<file path="src/logic/rlcf_pkg.sv">
// Shared constants, types and helpers of the radio line coder and framer.
// Assumes a single 200 MHz clock shared by every module that imports nothing.
package rlcf_pkg;

  // ----------------------------------------------------------------
  // Timing
  // ----------------------------------------------------------------
  localparam int CLK_NS = 5;
  localparam int CHIP_NS = 100;
  localparam int CHIP_CYC = (CHIP_NS + CLK_NS - 1) / CLK_NS;
  localparam logic [4:0] CHIP_LAST = 5'(CHIP_CYC - 1);
  localparam logic [4:0] CHIP_HALF = 5'(CHIP_CYC / 2);

  // ----------------------------------------------------------------
  // Frame layout
  // ----------------------------------------------------------------
  localparam logic [7:0] PRE_BYTE = 8'hAA;
  localparam logic [3:0] PRE_DEF = 4'h4;
  localparam logic [11:0] START_PAT = 12'hB2D;
  localparam logic [4:0] START_LEN = 5'h0C;
  localparam logic [4:0] RAW_CHIPS = 5'h08;
  localparam logic [4:0] MAN_CHIPS = 5'h10;
  localparam logic [4:0] SYM_CHIPS = 5'h0C;
  localparam logic [3:0] HDR_LAST = 4'h3;
  localparam logic [3:0] RX_MSG = 4'h4;
  localparam logic [3:0] RX_CRC_HI = 4'h5;
  localparam logic [3:0] RX_CRC_LO = 4'h6;
  localparam logic [7:0] BCAST8 = 8'hFF;
  localparam logic [3:0] BCAST4 = 4'hF;
  localparam logic [1:0] BUF_DEPTH = 2'h2;
  localparam logic [2:0] RUN_MAX = 3'h7;

  // ----------------------------------------------------------------
  // Frame check field
  // ----------------------------------------------------------------
  localparam logic [15:0] CRC_INIT = 16'hFFFF;
  localparam logic [15:0] CRC_POLY = 16'h8408;

  // Half-symbol table: three ones each, no end run over two
  localparam logic [15:0][5:0] SYM_TAB = {
    6'h34, 6'h32, 6'h31, 6'h2C, 6'h29, 6'h26, 6'h25, 6'h23,
    6'h1C, 6'h1A, 6'h19, 6'h16, 6'h13, 6'h0E, 6'h0D, 6'h0B};

  typedef enum logic [2:0] {T_IDLE, T_PRE, T_START, T_HDR, T_MSG, T_CRC, T_FIN} rlcf_tx_st_t;
  typedef enum logic [1:0] {R_HUNT, R_DATA} rlcf_rx_st_t;

  // One byte through the reflected frame check, low bit first
  function automatic logic [15:0] crc_step(input logic [15:0] crc, input logic [7:0] b);
    logic [15:0] c;
    c = crc ^ {8'h00, b};
    for (int i = 0; i < 8; i++) begin
      c = c[0] ? ((c >> 1) ^ CRC_POLY) : (c >> 1);
    end
    return c;
  endfunction

endpackage

</file>
<file path="src/logic/rlcf_symtab.sv">
// Byte to twelve-bit balanced symbol coder and its inverse.
// Assumes the caller holds inputs stable for one clock; clock feeds checks only.
module rlcf_symtab (
  input wire logic clock_in,
  input wire logic sys_rst_in,
  input wire logic [7:0] enc_byte_in,
  output logic [11:0] enc_word_out,
  input wire logic [11:0] dec_word_in,
  output logic [7:0] dec_byte_out,
  output logic dec_err_out
);

  // Reverse lookup, flags a code with no table entry
  function automatic logic [4:0] code2nib(input logic [5:0] code);
    logic [4:0] r;
    r = 5'h10;
    for (int i = 0; i < 16; i++) begin
      if (rlcf_pkg::SYM_TAB[i] == code) begin
        r = {1'b0, 4'(i)};
      end
    end
    return r;
  endfunction

  logic [4:0] dec_hi;
  logic [4:0] dec_lo;

  // Two nibble lookups per direction
  assign enc_word_out = {rlcf_pkg::SYM_TAB[enc_byte_in[7:4]], rlcf_pkg::SYM_TAB[enc_byte_in[3:0]]};
  assign dec_hi = code2nib(dec_word_in[11:6]);
  assign dec_lo = code2nib(dec_word_in[5:0]);
  assign dec_byte_out = {dec_hi[3:0], dec_lo[3:0]};
  assign dec_err_out = dec_hi[4] | dec_lo[4];
endmodule

</file>
<file path="src/logic/rlcf_top.sv">
// Line coder and packet framer for an on-off-keyed radio front end.
// Assumes chip-aligned receive data at the transmit chip rate and one clock.

// How it works
// - Manchester: one sends high-low, zero low-high
// - Manchester chip runs never exceed two
// - Symbol words carry six ones, six zeros
// - Two table half-symbols per byte, inverse decode
// - Symbol stream runs never exceed four bits
// - Packet opens with alternating preamble bytes
// - Preamble length configurable, default four bytes
// - Fixed field order through check field bytes
// - Twelve-bit start pattern marks packet body
// - Trailing bytes carry frame check value
// - Receiver recomputes and compares check value
// - Four or eight bit addresses, broadcast
module rlcf_top (
  input wire logic clock_in,
  input wire logic sys_rst_in,
  input wire logic mode_sel_in,
  input wire logic addr_wide_in,
  input wire logic [3:0] preamble_len_in,
  input wire logic [7:0] local_addr_in,
  input wire logic tx_start_in,
  input wire logic [7:0] tx_dst_in,
  input wire logic [7:0] tx_src_in,
  input wire logic [7:0] tx_num_in,
  input wire logic [7:0] tx_size_in,
  input wire logic [7:0] tx_data_in,
  input wire logic tx_valid_in,
  output logic tx_ready_out,
  output logic tx_chip_out,
  output logic tx_busy_out,
  output logic tx_done_out,
  output logic tx_underrun_out,
  input wire logic rx_chip_in,
  output logic [7:0] rx_data_out,
  output logic rx_valid_out,
  output logic rx_busy_out,
  output logic rx_done_out,
  output logic rx_crc_ok_out,
  output logic rx_code_err_out,
  output logic rx_addr_ok_out
);

  // ----------------------------------------------------------------
  // State
  // ----------------------------------------------------------------
  typedef struct packed {
    rlcf_pkg::rlcf_tx_st_t tst;
    logic tmode;
    logic [3:0] pre_len;
    logic [3:0] idx;
    logic [7:0] msg_left;
    logic [4:0] ttim;
    logic [4:0] tleft;
    logic [15:0] tsh;
    logic tchip;
    logic tdat;
    logic [2:0] trun;
    logic [15:0] tcrc;
    logic [3:0][7:0] hdr;
    logic [1:0][7:0] bdat;
    logic bwr;
    logic brd;
    logic [1:0] bcnt;
    logic tdone;
    logic tund;
    logic s1;
    logic s2;
    logic s3;
    logic lvl;
    logic [4:0] rtim;
    rlcf_pkg::rlcf_rx_st_t rst;
    logic rmode;
    logic [15:0] rsh;
    logic [4:0] rcnt;
    logic [3:0] ridx;
    logic [7:0] rleft;
    logic [15:0] rcrc;
    logic [7:0] rhi;
    logic rerr;
    logic raddr;
    logic [7:0] rdat;
    logic rvld;
    logic rdone;
    logic rok;
  } rlcf_top_state_t;

  rlcf_top_state_t state_r;
  rlcf_top_state_t state_nxt;

  logic [7:0] tx_byte;
  logic [11:0] tx_sym;
  logic [7:0] rx_sym_byte;
  logic rx_sym_err;
  logic [15:0] rx_word;
  logic rx_samp;

  // Address trimmed to the selected width
  function automatic logic [7:0] addr_fit(input logic wide, input logic [7:0] a);
    return wide ? a : {4'h0, a[3:0]};
  endfunction

  // Manchester chips, most significant bit first
  function automatic logic [15:0] manch_enc(input logic [7:0] b);
    logic [15:0] w;
    w = 16'h0000;
    for (int i = 0; i < 8; i++) begin
      w[2 * i +: 2] = {b[i], ~b[i]};
    end
    return w;
  endfunction

  // ----------------------------------------------------------------
  // Symbol coder pair
  // ----------------------------------------------------------------
  assign rx_word = {state_r.rsh[14:0], state_r.lvl};

  rlcf_symtab u_symtab (
    .clock_in(clock_in),
    .sys_rst_in(sys_rst_in),
    .enc_byte_in(tx_byte),
    .enc_word_out(tx_sym),
    .dec_word_in(rx_word[11:0]),
    .dec_byte_out(rx_sym_byte),
    .dec_err_out(rx_sym_err)
  );

  // Byte offered to the coder for the next unit
  always_comb begin
    case (state_r.tst)
      rlcf_pkg::T_HDR: tx_byte = state_r.hdr[state_r.idx[1:0]];
      rlcf_pkg::T_MSG: tx_byte = state_r.bdat[state_r.brd];
      rlcf_pkg::T_CRC: tx_byte = state_r.idx[0] ? ~state_r.tcrc[7:0] : ~state_r.tcrc[15:8];
      default: tx_byte = 8'h00;
    endcase
  end

  // ----------------------------------------------------------------
  // Next state
  // ----------------------------------------------------------------
  always_comb begin
    logic ld;
    logic emit;
    logic pop;
    logic push;
    logic [15:0] ldv;
    logic [4:0] ldn;
    logic [15:0] coded;
    logic [7:0] rb;
    logic bad;
    ld = 1'b0;
    emit = 1'b0;
    pop = 1'b0;
    push = tx_valid_in && (state_r.bcnt != rlcf_pkg::BUF_DEPTH);
    ldv = 16'h0000;
    ldn = rlcf_pkg::RAW_CHIPS;
    coded = state_r.tmode ? {tx_sym, 4'h0} : manch_enc(tx_byte);
    rb = 8'h00;
    bad = 1'b0;
    rx_samp = 1'b0;
    state_nxt = state_r;
    state_nxt.tdone = 1'b0;
    state_nxt.rvld = 1'b0;
    state_nxt.rdone = 1'b0;
    // Transmit sequencer, one chip per chip period
    if (state_r.tst == rlcf_pkg::T_IDLE) begin
      if (tx_start_in) begin
        state_nxt.tst = rlcf_pkg::T_PRE;
        state_nxt.tmode = mode_sel_in;
        state_nxt.pre_len = (preamble_len_in == 4'h0) ? rlcf_pkg::PRE_DEF : preamble_len_in;
        state_nxt.idx = 4'h0;
        state_nxt.ttim = 5'h00;
        state_nxt.tleft = 5'h00;
        state_nxt.hdr = {tx_size_in, tx_num_in, addr_fit(addr_wide_in, tx_src_in),
          addr_fit(addr_wide_in, tx_dst_in)};
        state_nxt.tcrc = rlcf_pkg::CRC_INIT;
        state_nxt.tund = 1'b0;
      end
    end else if (state_r.ttim != 5'h00) begin
      state_nxt.ttim = state_r.ttim - 5'h01;
    end else begin
      state_nxt.ttim = rlcf_pkg::CHIP_LAST;
      if (state_r.tleft != 5'h00) begin
        emit = 1'b1;
        state_nxt.tchip = state_r.tsh[15];
        state_nxt.tsh = {state_r.tsh[14:0], 1'b0};
        state_nxt.tleft = state_r.tleft - 5'h01;
      end else begin
        case (state_r.tst)
          rlcf_pkg::T_PRE: begin
            ld = 1'b1;
            ldv = {rlcf_pkg::PRE_BYTE, 8'h00};
            state_nxt.idx = state_r.idx + 4'h1;
            if (state_r.idx == state_r.pre_len - 4'h1) begin
              state_nxt.tst = rlcf_pkg::T_START;
              state_nxt.idx = 4'h0;
            end
          end
          rlcf_pkg::T_START: begin
            ld = 1'b1;
            ldv = {rlcf_pkg::START_PAT, 4'h0};
            ldn = rlcf_pkg::START_LEN;
            state_nxt.tst = rlcf_pkg::T_HDR;
          end
          rlcf_pkg::T_HDR: begin
            ld = 1'b1;
            state_nxt.idx = state_r.idx + 4'h1;
            if (state_r.idx == rlcf_pkg::HDR_LAST) begin
              state_nxt.idx = 4'h0;
              state_nxt.msg_left = state_r.hdr[3];
              state_nxt.tst = (state_r.hdr[3] == 8'h00) ? rlcf_pkg::T_CRC : rlcf_pkg::T_MSG;
            end
          end
          rlcf_pkg::T_MSG: begin
            if (state_r.bcnt != 2'h0) begin
              ld = 1'b1;
              pop = 1'b1;
              state_nxt.msg_left = state_r.msg_left - 8'h01;
              if (state_r.msg_left == 8'h01) begin
                state_nxt.tst = rlcf_pkg::T_CRC;
              end
            end else begin
              state_nxt.tund = 1'b1;
              state_nxt.ttim = 5'h00;
            end
          end
          rlcf_pkg::T_CRC: begin
            ld = 1'b1;
            state_nxt.idx = state_r.idx + 4'h1;
            if (state_r.idx[0]) begin
              state_nxt.tst = rlcf_pkg::T_FIN;
            end
          end
          default: begin
            state_nxt.tchip = 1'b0;
            state_nxt.tdat = 1'b0;
            state_nxt.tst = rlcf_pkg::T_IDLE;
            state_nxt.tdone = 1'b1;
          end
        endcase
        // Coded units replace the raw chip pattern
        if (ld && state_r.tst inside {rlcf_pkg::T_HDR, rlcf_pkg::T_MSG, rlcf_pkg::T_CRC}) begin
          ldv = coded;
          ldn = state_r.tmode ? rlcf_pkg::SYM_CHIPS : rlcf_pkg::MAN_CHIPS;
          if (state_r.tst != rlcf_pkg::T_CRC) begin
            state_nxt.tcrc = rlcf_pkg::crc_step(state_r.tcrc, tx_byte);
          end
        end
        if (ld) begin
          emit = 1'b1;
          state_nxt.tdat = state_r.tst inside {rlcf_pkg::T_HDR, rlcf_pkg::T_MSG, rlcf_pkg::T_CRC};
          state_nxt.tchip = ldv[15];
          state_nxt.tsh = {ldv[14:0], 1'b0};
          state_nxt.tleft = ldn - 5'h01;
        end
      end
    end
    // Run length of the line level
    if (emit) begin
      if (state_nxt.tchip != state_r.tchip) begin
        state_nxt.trun = 3'h1;
      end else if (state_r.trun != rlcf_pkg::RUN_MAX) begin
        state_nxt.trun = state_r.trun + 3'h1;
      end
    end
    // Two-entry transmit buffer
    if (push) begin
      state_nxt.bdat[state_r.bwr] = tx_data_in;
      state_nxt.bwr = ~state_r.bwr;
    end
    if (pop) begin
      state_nxt.brd = ~state_r.brd;
    end
    state_nxt.bcnt = state_r.bcnt + {1'b0, push} - {1'b0, pop};
    // Receive pin synchroniser, change taken when stages two and three agree
    state_nxt.s1 = rx_chip_in;
    state_nxt.s2 = state_r.s1;
    state_nxt.s3 = state_r.s2;
    if (state_r.s2 == state_r.s3) begin
      state_nxt.lvl = state_r.s3;
    end
    // Chip timing, re-centred on every line edge
    if (state_r.s2 == state_r.s3 && state_r.s3 != state_r.lvl) begin
      state_nxt.rtim = rlcf_pkg::CHIP_HALF;
    end else if (state_r.rtim != 5'h00) begin
      state_nxt.rtim = state_r.rtim - 5'h01;
    end else begin
      state_nxt.rtim = rlcf_pkg::CHIP_LAST;
      rx_samp = 1'b1;
    end
    // Receive framer
    if (rx_samp) begin
      state_nxt.rsh = rx_word;
      if (state_r.rst == rlcf_pkg::R_HUNT) begin
        if (rx_word[11:0] == rlcf_pkg::START_PAT) begin
          state_nxt.rst = rlcf_pkg::R_DATA;
          state_nxt.rmode = mode_sel_in;
          state_nxt.rcnt = 5'h00;
          state_nxt.ridx = 4'h0;
          state_nxt.rcrc = rlcf_pkg::CRC_INIT;
          state_nxt.rerr = 1'b0;
          state_nxt.raddr = 1'b0;
        end
      end else begin
        state_nxt.rcnt = state_r.rcnt + 5'h01;
        if (state_nxt.rcnt == (state_r.rmode ? rlcf_pkg::SYM_CHIPS : rlcf_pkg::MAN_CHIPS)) begin
          state_nxt.rcnt = 5'h00;
          if (state_r.rmode) begin
            rb = rx_sym_byte;
            bad = rx_sym_err;
          end else begin
            for (int i = 0; i < 8; i++) begin
              rb[i] = rx_word[2 * i + 1];
              bad = bad | (rx_word[2 * i + 1] == rx_word[2 * i]);
            end
          end
          state_nxt.rerr = state_r.rerr | bad;
          if (state_r.ridx < rlcf_pkg::RX_CRC_HI) begin
            state_nxt.rcrc = rlcf_pkg::crc_step(state_r.rcrc, rb);
            state_nxt.rdat = rb;
            state_nxt.rvld = 1'b1;
          end
          case (state_r.ridx)
            4'h0: begin
              state_nxt.raddr = (addr_fit(addr_wide_in, rb) == addr_fit(addr_wide_in,
                local_addr_in)) || (addr_wide_in ? rb == rlcf_pkg::BCAST8 :
                rb[3:0] == rlcf_pkg::BCAST4);
              state_nxt.ridx = 4'h1;
            end
            rlcf_pkg::HDR_LAST: begin
              state_nxt.rleft = rb;
              state_nxt.ridx = (rb == 8'h00) ? rlcf_pkg::RX_CRC_HI : rlcf_pkg::RX_MSG;
            end
            rlcf_pkg::RX_MSG: begin
              state_nxt.rleft = state_r.rleft - 8'h01;
              if (state_r.rleft == 8'h01) begin
                state_nxt.ridx = rlcf_pkg::RX_CRC_HI;
              end
            end
            rlcf_pkg::RX_CRC_HI: begin
              state_nxt.rhi = rb;
              state_nxt.ridx = rlcf_pkg::RX_CRC_LO;
            end
            rlcf_pkg::RX_CRC_LO: begin
              state_nxt.rok = (~state_r.rcrc == {state_r.rhi, rb});
              state_nxt.rdone = 1'b1;
              state_nxt.rst = rlcf_pkg::R_HUNT;
            end
            default: state_nxt.ridx = state_r.ridx + 4'h1;
          endcase
        end
      end
    end
  end

  // State register
  always_ff @(posedge clock_in) begin
    if (sys_rst_in) begin
      state_r <= '0;
    end else begin
      state_r <= state_nxt;
    end
  end

  // ----------------------------------------------------------------
  // Outputs
  // ----------------------------------------------------------------
  assign tx_ready_out = state_r.bcnt != rlcf_pkg::BUF_DEPTH;
  assign tx_chip_out = state_r.tchip;
  assign tx_busy_out = state_r.tst != rlcf_pkg::T_IDLE;
  assign tx_done_out = state_r.tdone;
  assign tx_underrun_out = state_r.tund;
  assign rx_data_out = state_r.rdat;
  assign rx_valid_out = state_r.rvld;
  assign rx_busy_out = state_r.rst != rlcf_pkg::R_HUNT;
  assign rx_done_out = state_r.rdone;
  assign rx_crc_ok_out = state_r.rok;
  assign rx_code_err_out = state_r.rerr;
  assign rx_addr_ok_out = state_r.raddr;
endmodule

</file>
<file path="config.mk">
export PLATFORM = sky130hd
export DESIGN_NAME = rlcf_top
export DESIGN_NICKNAME = d
export VERILOG_FILES = /design/src/logic/rlcf_pkg.sv /design/src/logic/rlcf_symtab.sv /design/src/logic/rlcf_top.sv
export SDC_FILE = /design/constraint.sdc
export NUM_CORES = 1
export LEC_CHECK = 0
export BUFFER_PORTS_ARGS = -buffer_cell sky130_fd_sc_hd__buf_4
export CELL_PAD_IN_SITES_DETAIL_PLACEMENT = 1
export CELL_PAD_IN_SITES_GLOBAL_PLACEMENT = 2
export CORE_MARGIN = 1
export CORE_UTILIZATION = 37
export CTS_CLUSTER_SIZE = 28
export DETAILED_ROUTE_END_ITERATION = 10
export MAX_ROUTING_LAYER = met4
export PLACE_DENSITY_LB_ADDON = 0.1
export SLEW_MARGIN = 20
export SYNTH_ARGS = -nofsm -noshare
export SYNTH_HDL_FRONTEND = slang
export SYNTH_SLANG_ARGS = --single-unit
</file>
<file path="constraint.sdc">
create_clock -name clock_in -period 3.2 [get_ports clock_in]
set_input_delay 0.16 -clock clock_in [delete_from_list [all_inputs] [get_ports clock_in]]
set_output_delay 0.16 -clock clock_in [all_outputs]
set_load 0.01 [all_outputs]
</file>
==> Word-level counts from Yosys, hierarchy flattened <==
Memories as Yosys holds them, arrays and structs flattened.
Index checks and enable logic that the tools add are counted.
{ "op_classes": {"n_bitwise": 47, "reduce_logical": 57, "n_lt_le_gt_ge": 7, "n_mux": 158, "n_eq_ne": 79, "addsub": 12} }
{ "op_table": {"columns": ["op", "n"], "rows": [
  ["16-bit 2-to-1 mux", 26],
  ["5-bit 2-to-1 mux", 42],
  ["8-bit 2-to-1 mux", 15],
  ["6-bit == test, first input constant", 16],
  ["5-bit by 6-bit == test with 1-bit output, first input constant", 10],
  ["54-bit 2-to-1 mux", 1],
  ["48-bit 2-to-1 mux", 1],
  ["2-bit inverter with 3-bit output", 16],
  ["23-bit 2-to-1 mux", 2],
  ["4-bit by 6-bit == test with 1-bit output, first input constant", 6],
  ["12-bit 2-to-1 mux", 3],
  ["4-bit AND reduction", 9],
  ["16-bit case mux with 2 select lines", 1],
  ["8-bit case mux with 2 select lines", 2],
  ["16-bit by 8-bit bitwise XOR with 16-bit output", 2],
  ["3-bit 2-to-1 mux", 10],
  ["9-bit 2-to-1 mux", 3],
  ["1-bit 2-to-1 mux", 26],
  ["8-bit case mux with 3 select lines", 1],
  ["2-bit nonzero test", 12],
  ["22-bit 2-to-1 mux", 1],
  ["3-bit inequality test, second input constant", 7],
  ["10-bit 2-to-1 mux", 2],
  ["4-bit 2-to-1 mux", 5],
  ["62 further kinds", 141]
]} }
{ "word_totals": {"elab_cells": 405, "reg_bits": 199, "memories": 2, "out_inout_bits": 19, "rom_bits": 192} }
{ "mem_list": {"columns": ["name", "words", "width", "read_ports", "rd_clocked_by_memory_dff", "write_ports", "line_no", "source"], "rows": [
  ["(no name shown)", 16, 6, 1, 0, 0, "rlcf_symtab.sv:29", "assign enc_word_out = {rlcf_pkg::SYM_TAB[enc_byte_in[7:4]], rlcf_pkg::SYM_TAB[enc_byte_in[3:0]]};"],
  ["(no name shown)", 16, 6, 1, 0, 0, "rlcf_symtab.sv:29", null]
]} }

==> Depth between registers and ports, before layout <==
{ "logic_depth": {"ltp_word": 41, "mapped_depth": 11} }

==> Hierarchy <==
Synthesis repeated with hierarchy kept, for this count alone.
{ "unflattened": {"cells_unflattened": 1417, "area_unflattened_um2": 11360.9} }
{ "modules_own_cells": {"columns": ["mod", "seq_area_each_um2", "instances", "area_each_um2", "cells_each"], "rows": [
  ["rlcf_top", 3923.8, 1, 10321.1, 1268],
  ["rlcf_symtab", 0.0, 1, 1039.7, 149]
]} }

==> Worst setup path after synthesis <==
No wires, ideal clock.
{ "synth_timing": {"kind": "reg-to-reg", "startpoint": "register state_r, in the netlist rx_word[3]", "endpoint": "register state_r[29] (netlist bit)", "path_buffers": 1, "period_less_slack_ns": 2.723, "arrival_ns": 2.649, "t_required_ns": 3.126, "stages_incl_launch_ff": 11, "path_slack_ns": 0.477, "setup_time_ns": 0.074, "cell_sequence": "dfxtp_1 inv_1 ha_1 buf_6 a22o_4 a22o_1 o211a_4 mux2_4 a211o_1 a2111o_1 o211ai_2"} }
{ "synth_between": {"elab_chain_cells": 33} }
{ "synth_rtl": {"columns": ["element", "line_no", "source"], "rows": [
  ["from (decl)", "rlcf_top.sv:90", "rlcf_top_state_t state_r;"],
  ["from (signal assigned)", "rlcf_top.sv:363", "state_r <= state_nxt;"],
  ["4-bit by 6-bit == test with 1-bit output", "rlcf_symtab.sv:18", "if (rlcf_pkg::SYM_TAB[i] == code) begin"],
  ["5-bit 2-to-1 mux (15 in series)", "rlcf_symtab.sv:18", null],
  ["8-bit 2-to-1 mux", "rlcf_top.sv:310", "if (state_r.rmode) begin"],
  ["8-bit 2-to-1 mux", "rlcf_top.sv:308", "if (state_nxt.rcnt == (state_r.rmode ? rlcf_pkg::SYM_CHIPS : rlcf_pkg::MAN_CHIPS)) begin"],
  ["8-bit 2-to-1 mux", "rlcf_top.sv:296", "if (state_r.rst == rlcf_pkg::R_HUNT) begin"],
  ["8-bit 2-to-1 mux", "rlcf_top.sv:294", "if (rx_samp) begin"],
  ["16-bit by 8-bit bitwise XOR with 16-bit output", "rlcf_pkg.sv:50", "c = crc ^ {8'h00, b};"],
  ["16-bit 2-to-1 mux (5 in series)", "rlcf_pkg.sv:52", "c = c[0] ? ((c >> 1) ^ CRC_POLY) : (c >> 1);"],
  ["2-bit inverter with 3-bit output (no line)", null, null],
  ["16-bit 2-to-1 mux (3 in series)", "rlcf_pkg.sv:52", null],
  ["16-bit 2-to-1 mux", "rlcf_top.sv:320", "if (state_r.ridx < rlcf_pkg::RX_CRC_HI) begin"],
  ["54-bit 2-to-1 mux", "rlcf_top.sv:308", null],
  ["16-bit 2-to-1 mux", "rlcf_top.sv:296", null]
]} }
Parallel ways exist; a longest one is shown, timed or not. The select of a mux whose other input is x is not followed.
A chain may end at the register's enable or synchronous reset.

==> Final worst setup path <==
{ "layout_timing": {"startpoint": "register state_r, in the netlist rx_word[9]", "endpoint": "register state_r[45] (netlist bit)"} }
{ "layout_between": {"elab_chain_cells": 25} }
{ "layout_rtl": {"columns": ["element", "line_no", "source"], "rows": [
  ["4-bit by 6-bit == test with 1-bit output", "rlcf_symtab.sv:18", null],
  ["5-bit 2-to-1 mux (15 in series)", "rlcf_symtab.sv:18", null],
  ["8-bit 2-to-1 mux", "rlcf_top.sv:310", null],
  ["8-bit 2-to-1 mux", "rlcf_top.sv:308", null],
  ["8-bit 2-to-1 mux", "rlcf_top.sv:296", null],
  ["8-bit 2-to-1 mux", "rlcf_top.sv:294", null],
  ["8-bit logical NOT", "rlcf_top.sv:334", "state_nxt.ridx = (rb == 8'h00) ? rlcf_pkg::RX_CRC_HI : rlcf_pkg::RX_MSG;"],
  ["1-bit 2-to-1 mux", "rlcf_top.sv:334", null],
  ["4-bit case mux with 5 select lines", "rlcf_top.sv:325", "case (state_r.ridx)"],
  ["54-bit 2-to-1 mux", "rlcf_top.sv:308", null],
  ["9-bit 2-to-1 mux", "rlcf_top.sv:296", null]
]} }
Parallel ways exist; a longest one is shown, timed or not. The select of a mux whose other input is x is not followed.

==> metrics <==
aggregate routed wire length between 30,000 and 40,000 µm; Worst slew margin about two fifths; number of enable flip-flop cells after synthesis 0; Avg Cell Area, Syn between 8 and 9 µm²; number of max-cap violations 0; Final Hold Viols 0; Leak Pwr ~5.5 nW; core area roughly 0.032 mm²; Vias ~11,000; Antenna Cells 0; clk_lat worst skew between 0.4 and 0.5 ns; library cells used by synthesis approximately 100; number of H-tree levels 4; input/output buffers just under 80; post-route cell area around 0.014 mm²; Synth area leader dfxtp_1; Slew @ Worst Pin 0.899 ns; Setup TNS 0 ns; register area share after synthesis between 30% and 40%; final net count 1,693; ys flop type dfxtp_1; first-pass GRT wire length between 60,000 and 70,000 µm; num rows 65; DRT Pass-1 Iters 5; total grt overflow 0; Crit Path Category flip-flop to flip-flop; cell count after synthesis around 1,500; DP Area approximately 0.013 mm²; Synth Cell Area 0.0121 mm²; initial antenna violation count 0; starting density of the core between 30% and 40%; area grow syn2layout 17.7%; Post-synth ARST share 0%; Yosys top cell area share between 30 and 40%; Final period util approximately 90%; R2R depth 10; 1st-iter DRT viols around 560; wire per inst between 15 and 20 µm; Crit Path Max Fanout 6; layout cells sized above 1 about 14%; min-delay worst type primary input to flip-flop; critical path endpoint category flip-flop; FF-to-FF End state_r[45]$_SDFFE_PP0P_; RR Startpoint rx_word[9]$_SDFFE_PP0P_; Bufs on Longest Clock Path 2; CP required around 3.6 ns; cell depth of the worst min-delay path 3; CTS tree done; CP Launch Type flip-flop; Via density around 5.5; Period minus WS final around 3 ns; vias in the first global route around 12,000; residual DRC count 0; most common cell in the netlist nand2_1; Post-Syn Nets between 1,500 and 2,000; Antenna Nets Post-Route 0; status completed; largest net degree at the start of global routing approximately 180; Overall Global Routing Usage about a quarter; hold endpoint state_r[118]$_SDFFE_PP0P_; gpl congestion approximately 0.89; die area between 0.03 and 0.04 mm²; Final Skew roughly 0.010 ns; total CTS buffers 17; FF-to-FF setup slack ~0.24 ns; worst min-delay path startpoint tx_src_in[6]; Worst-path clk slew ~0.08 ns; DIE HEIGHT 183 µm; chip width ~180 µm; Slew Limit Fails 0; setup violators final 0; FILL cells between 3,000 and 4,000; Pwr Density about 530 mW/mm²; leading post-synthesis cells by instance count nand2_1 (201), dfxtp_1 (196), a21oi_1 (160), nor2_1 (119), clkbuf_1 (68); root buf cell clkbuf_16; IR drop worst, VDD about 0.44 mV; CTS Sinks 196; synth warn 0; FMAX 338 MHz; Crit path arrival time 3.34 ns; ranking of synthesized cells by area dfxtp_1 (33%), a21oi_1 (6.6%), nand2_1 (6.3%); post-DP HPWL ~28,000 µm; #FFs+latches synth 196; I/O Pins between 70 and 80; RSZ-0062 raised after global routing false
-- routing by layer --
layer,share of wire (%),routed length (µm),track usage (%),vias up
met4,3.0,1180,10.1,0
li1,-,-,-,5506
met2,49,19200,42.3,212
met3,3.4,1320,3.45,67
met5,0,0,-,-
met1,44,17400,29.3,5428
-- worst max-delay path, stage by stage (launching register included) --
cell and delay (ns):
dfxtp_1 0.36, inv_1 0.11, ha_1 0.29, buf_4 0.17, nand2_1 0.05, a32o_1 0.28
a22o_1 0.24, a211oi_1 0.43, nor2_1 0.14, or4_1 0.55, a311oi_1 0.26
-- layout by cell type (no fill, tap or decap), types with 6 or more instances in the layout --
cell and instances:
a211oi_1 18, a21oi_1 160, a221oi_1 23, a22o_1 12, a22oi_1 17, a311oi_1 9
a31oi_1 13, and2_1 10, and3_1 14, buf_4 136, clkbuf_16 17, dfxtp_1 195
dlygate4sd3_1 44, ha_1 54, inv_1 61, mux2i_1 40, mux4_2 7, nand2_1 201
nand2b_1 15, nand3_1 41, nand4_1 14, nor2_1 118, nor2b_1 15, nor3_1 44
nor4_1 11, o2111ai_1 6, o211ai_1 7, o21a_1 6, o21ai_0 61, o22ai_1 7
or4_1 6, xnor2_1 28, xnor2_2 7, xnor3_1 6, xor2_1 21
-- per-stage QoR --
step / setup slack (ns) / instances / utilization [%] / hold slack (ns) / power (mW)
5_1_grt: 0.0169 / 2025 / 44.6 / 0.0231 / 7.93
3_3_place_gp: 0.190 / 1950 / 41.4 / 0.393 / 5.30
4_1_cts: 0.115 / 2025 / 44.5 / 0.00138 / 7.57
3_5_place_dp: 0.143 / 1950 / 41.4 / 0.388 / 5.33
2_1_floorplan: 0.477 / 1483 / - / 0.288 / 4.56
6_report: 0.237 / 2025 / 44.6 / 0.0392 / 7.47
-- cell families (layout without fill, tap and decap cells) --
family	after synthesis	in the layout	share of synthesized area (%)
compound gates	418	418	23.5
xor+xnor	64	64	6.05
fa+ha+maj	56	56	5.81
buf+inv	170	277	6.09
flops	196	196	32.5
mux	50	50	5.06
simple gates	529	529	20.9
-- final cells by class --
class                   count  area [µm²]  area share [%]
repair buffers            182        1490            10.5
inverters                  64         240            1.69
clock inverters             9        96.3           0.679
clock buffers              22         464            3.27
multi-input cells        1117        7420            52.3
flip-flops and latches    196        3930            27.7
well taps                 435         544            3.84
-- sequential cells by signal (all words and copies together) (netlist names) --
register	flops
rx_addr_ok_out	1
rx_code_err_out	1
rx_crc_ok_out	1
rx_data_out	8
rx_done_out	1
rx_valid_out	1
rx_word	16
state_nxt	2
state_r	162
tx_chip_out	1
tx_done_out	1
tx_underrun_out	1
-- what timing repair did --
action / in CTS / in global routing
endpoints found under the hold margin: 52 / 0
setup buffers: 0 / 0
endpoints found under the setup margin: 0 / 3
resized for setup: 0 / 6
hold buffers: 44 / 0
-- worst max-delay path by stage --
stage | slack [ns] | cells after the start | end | start
finish | 0.24 | 10 | state_r[45]$_SDFFE_PP0P_ | rx_word[9]$_SDFFE_PP0P_
global route | 0.02 | 9 | state_r[45]$_SDFFE_PP0P_ | rx_word[6]$_SDFFE_PP0P_
CTS | 0.11 | 9 | state_r[30]$_SDFFE_PP0P_ | rx_word[0]$_SDFFE_PP0N_
detailed placement | 0.14 | 8 | state_r[30]$_SDFFE_PP0P_ | rx_word[5]$_SDFFE_PP0P_
global placement | 0.19 | 8 | state_r[30]$_SDFFE_PP0P_ | rx_word[5]$_SDFFE_PP0P_
floorplan | 0.48 | 10 | state_r[29]$_SDFFE_PP0P_ | rx_word[3]$_SDFFE_PP0P_
-- report_power, final --
part	switching [mW]	internal, mW
clock	1.03	1.12
combinational	1.42	0.920
sequential	0.242	2.73
No activity file was read; power rests on OpenSTA's default activity.
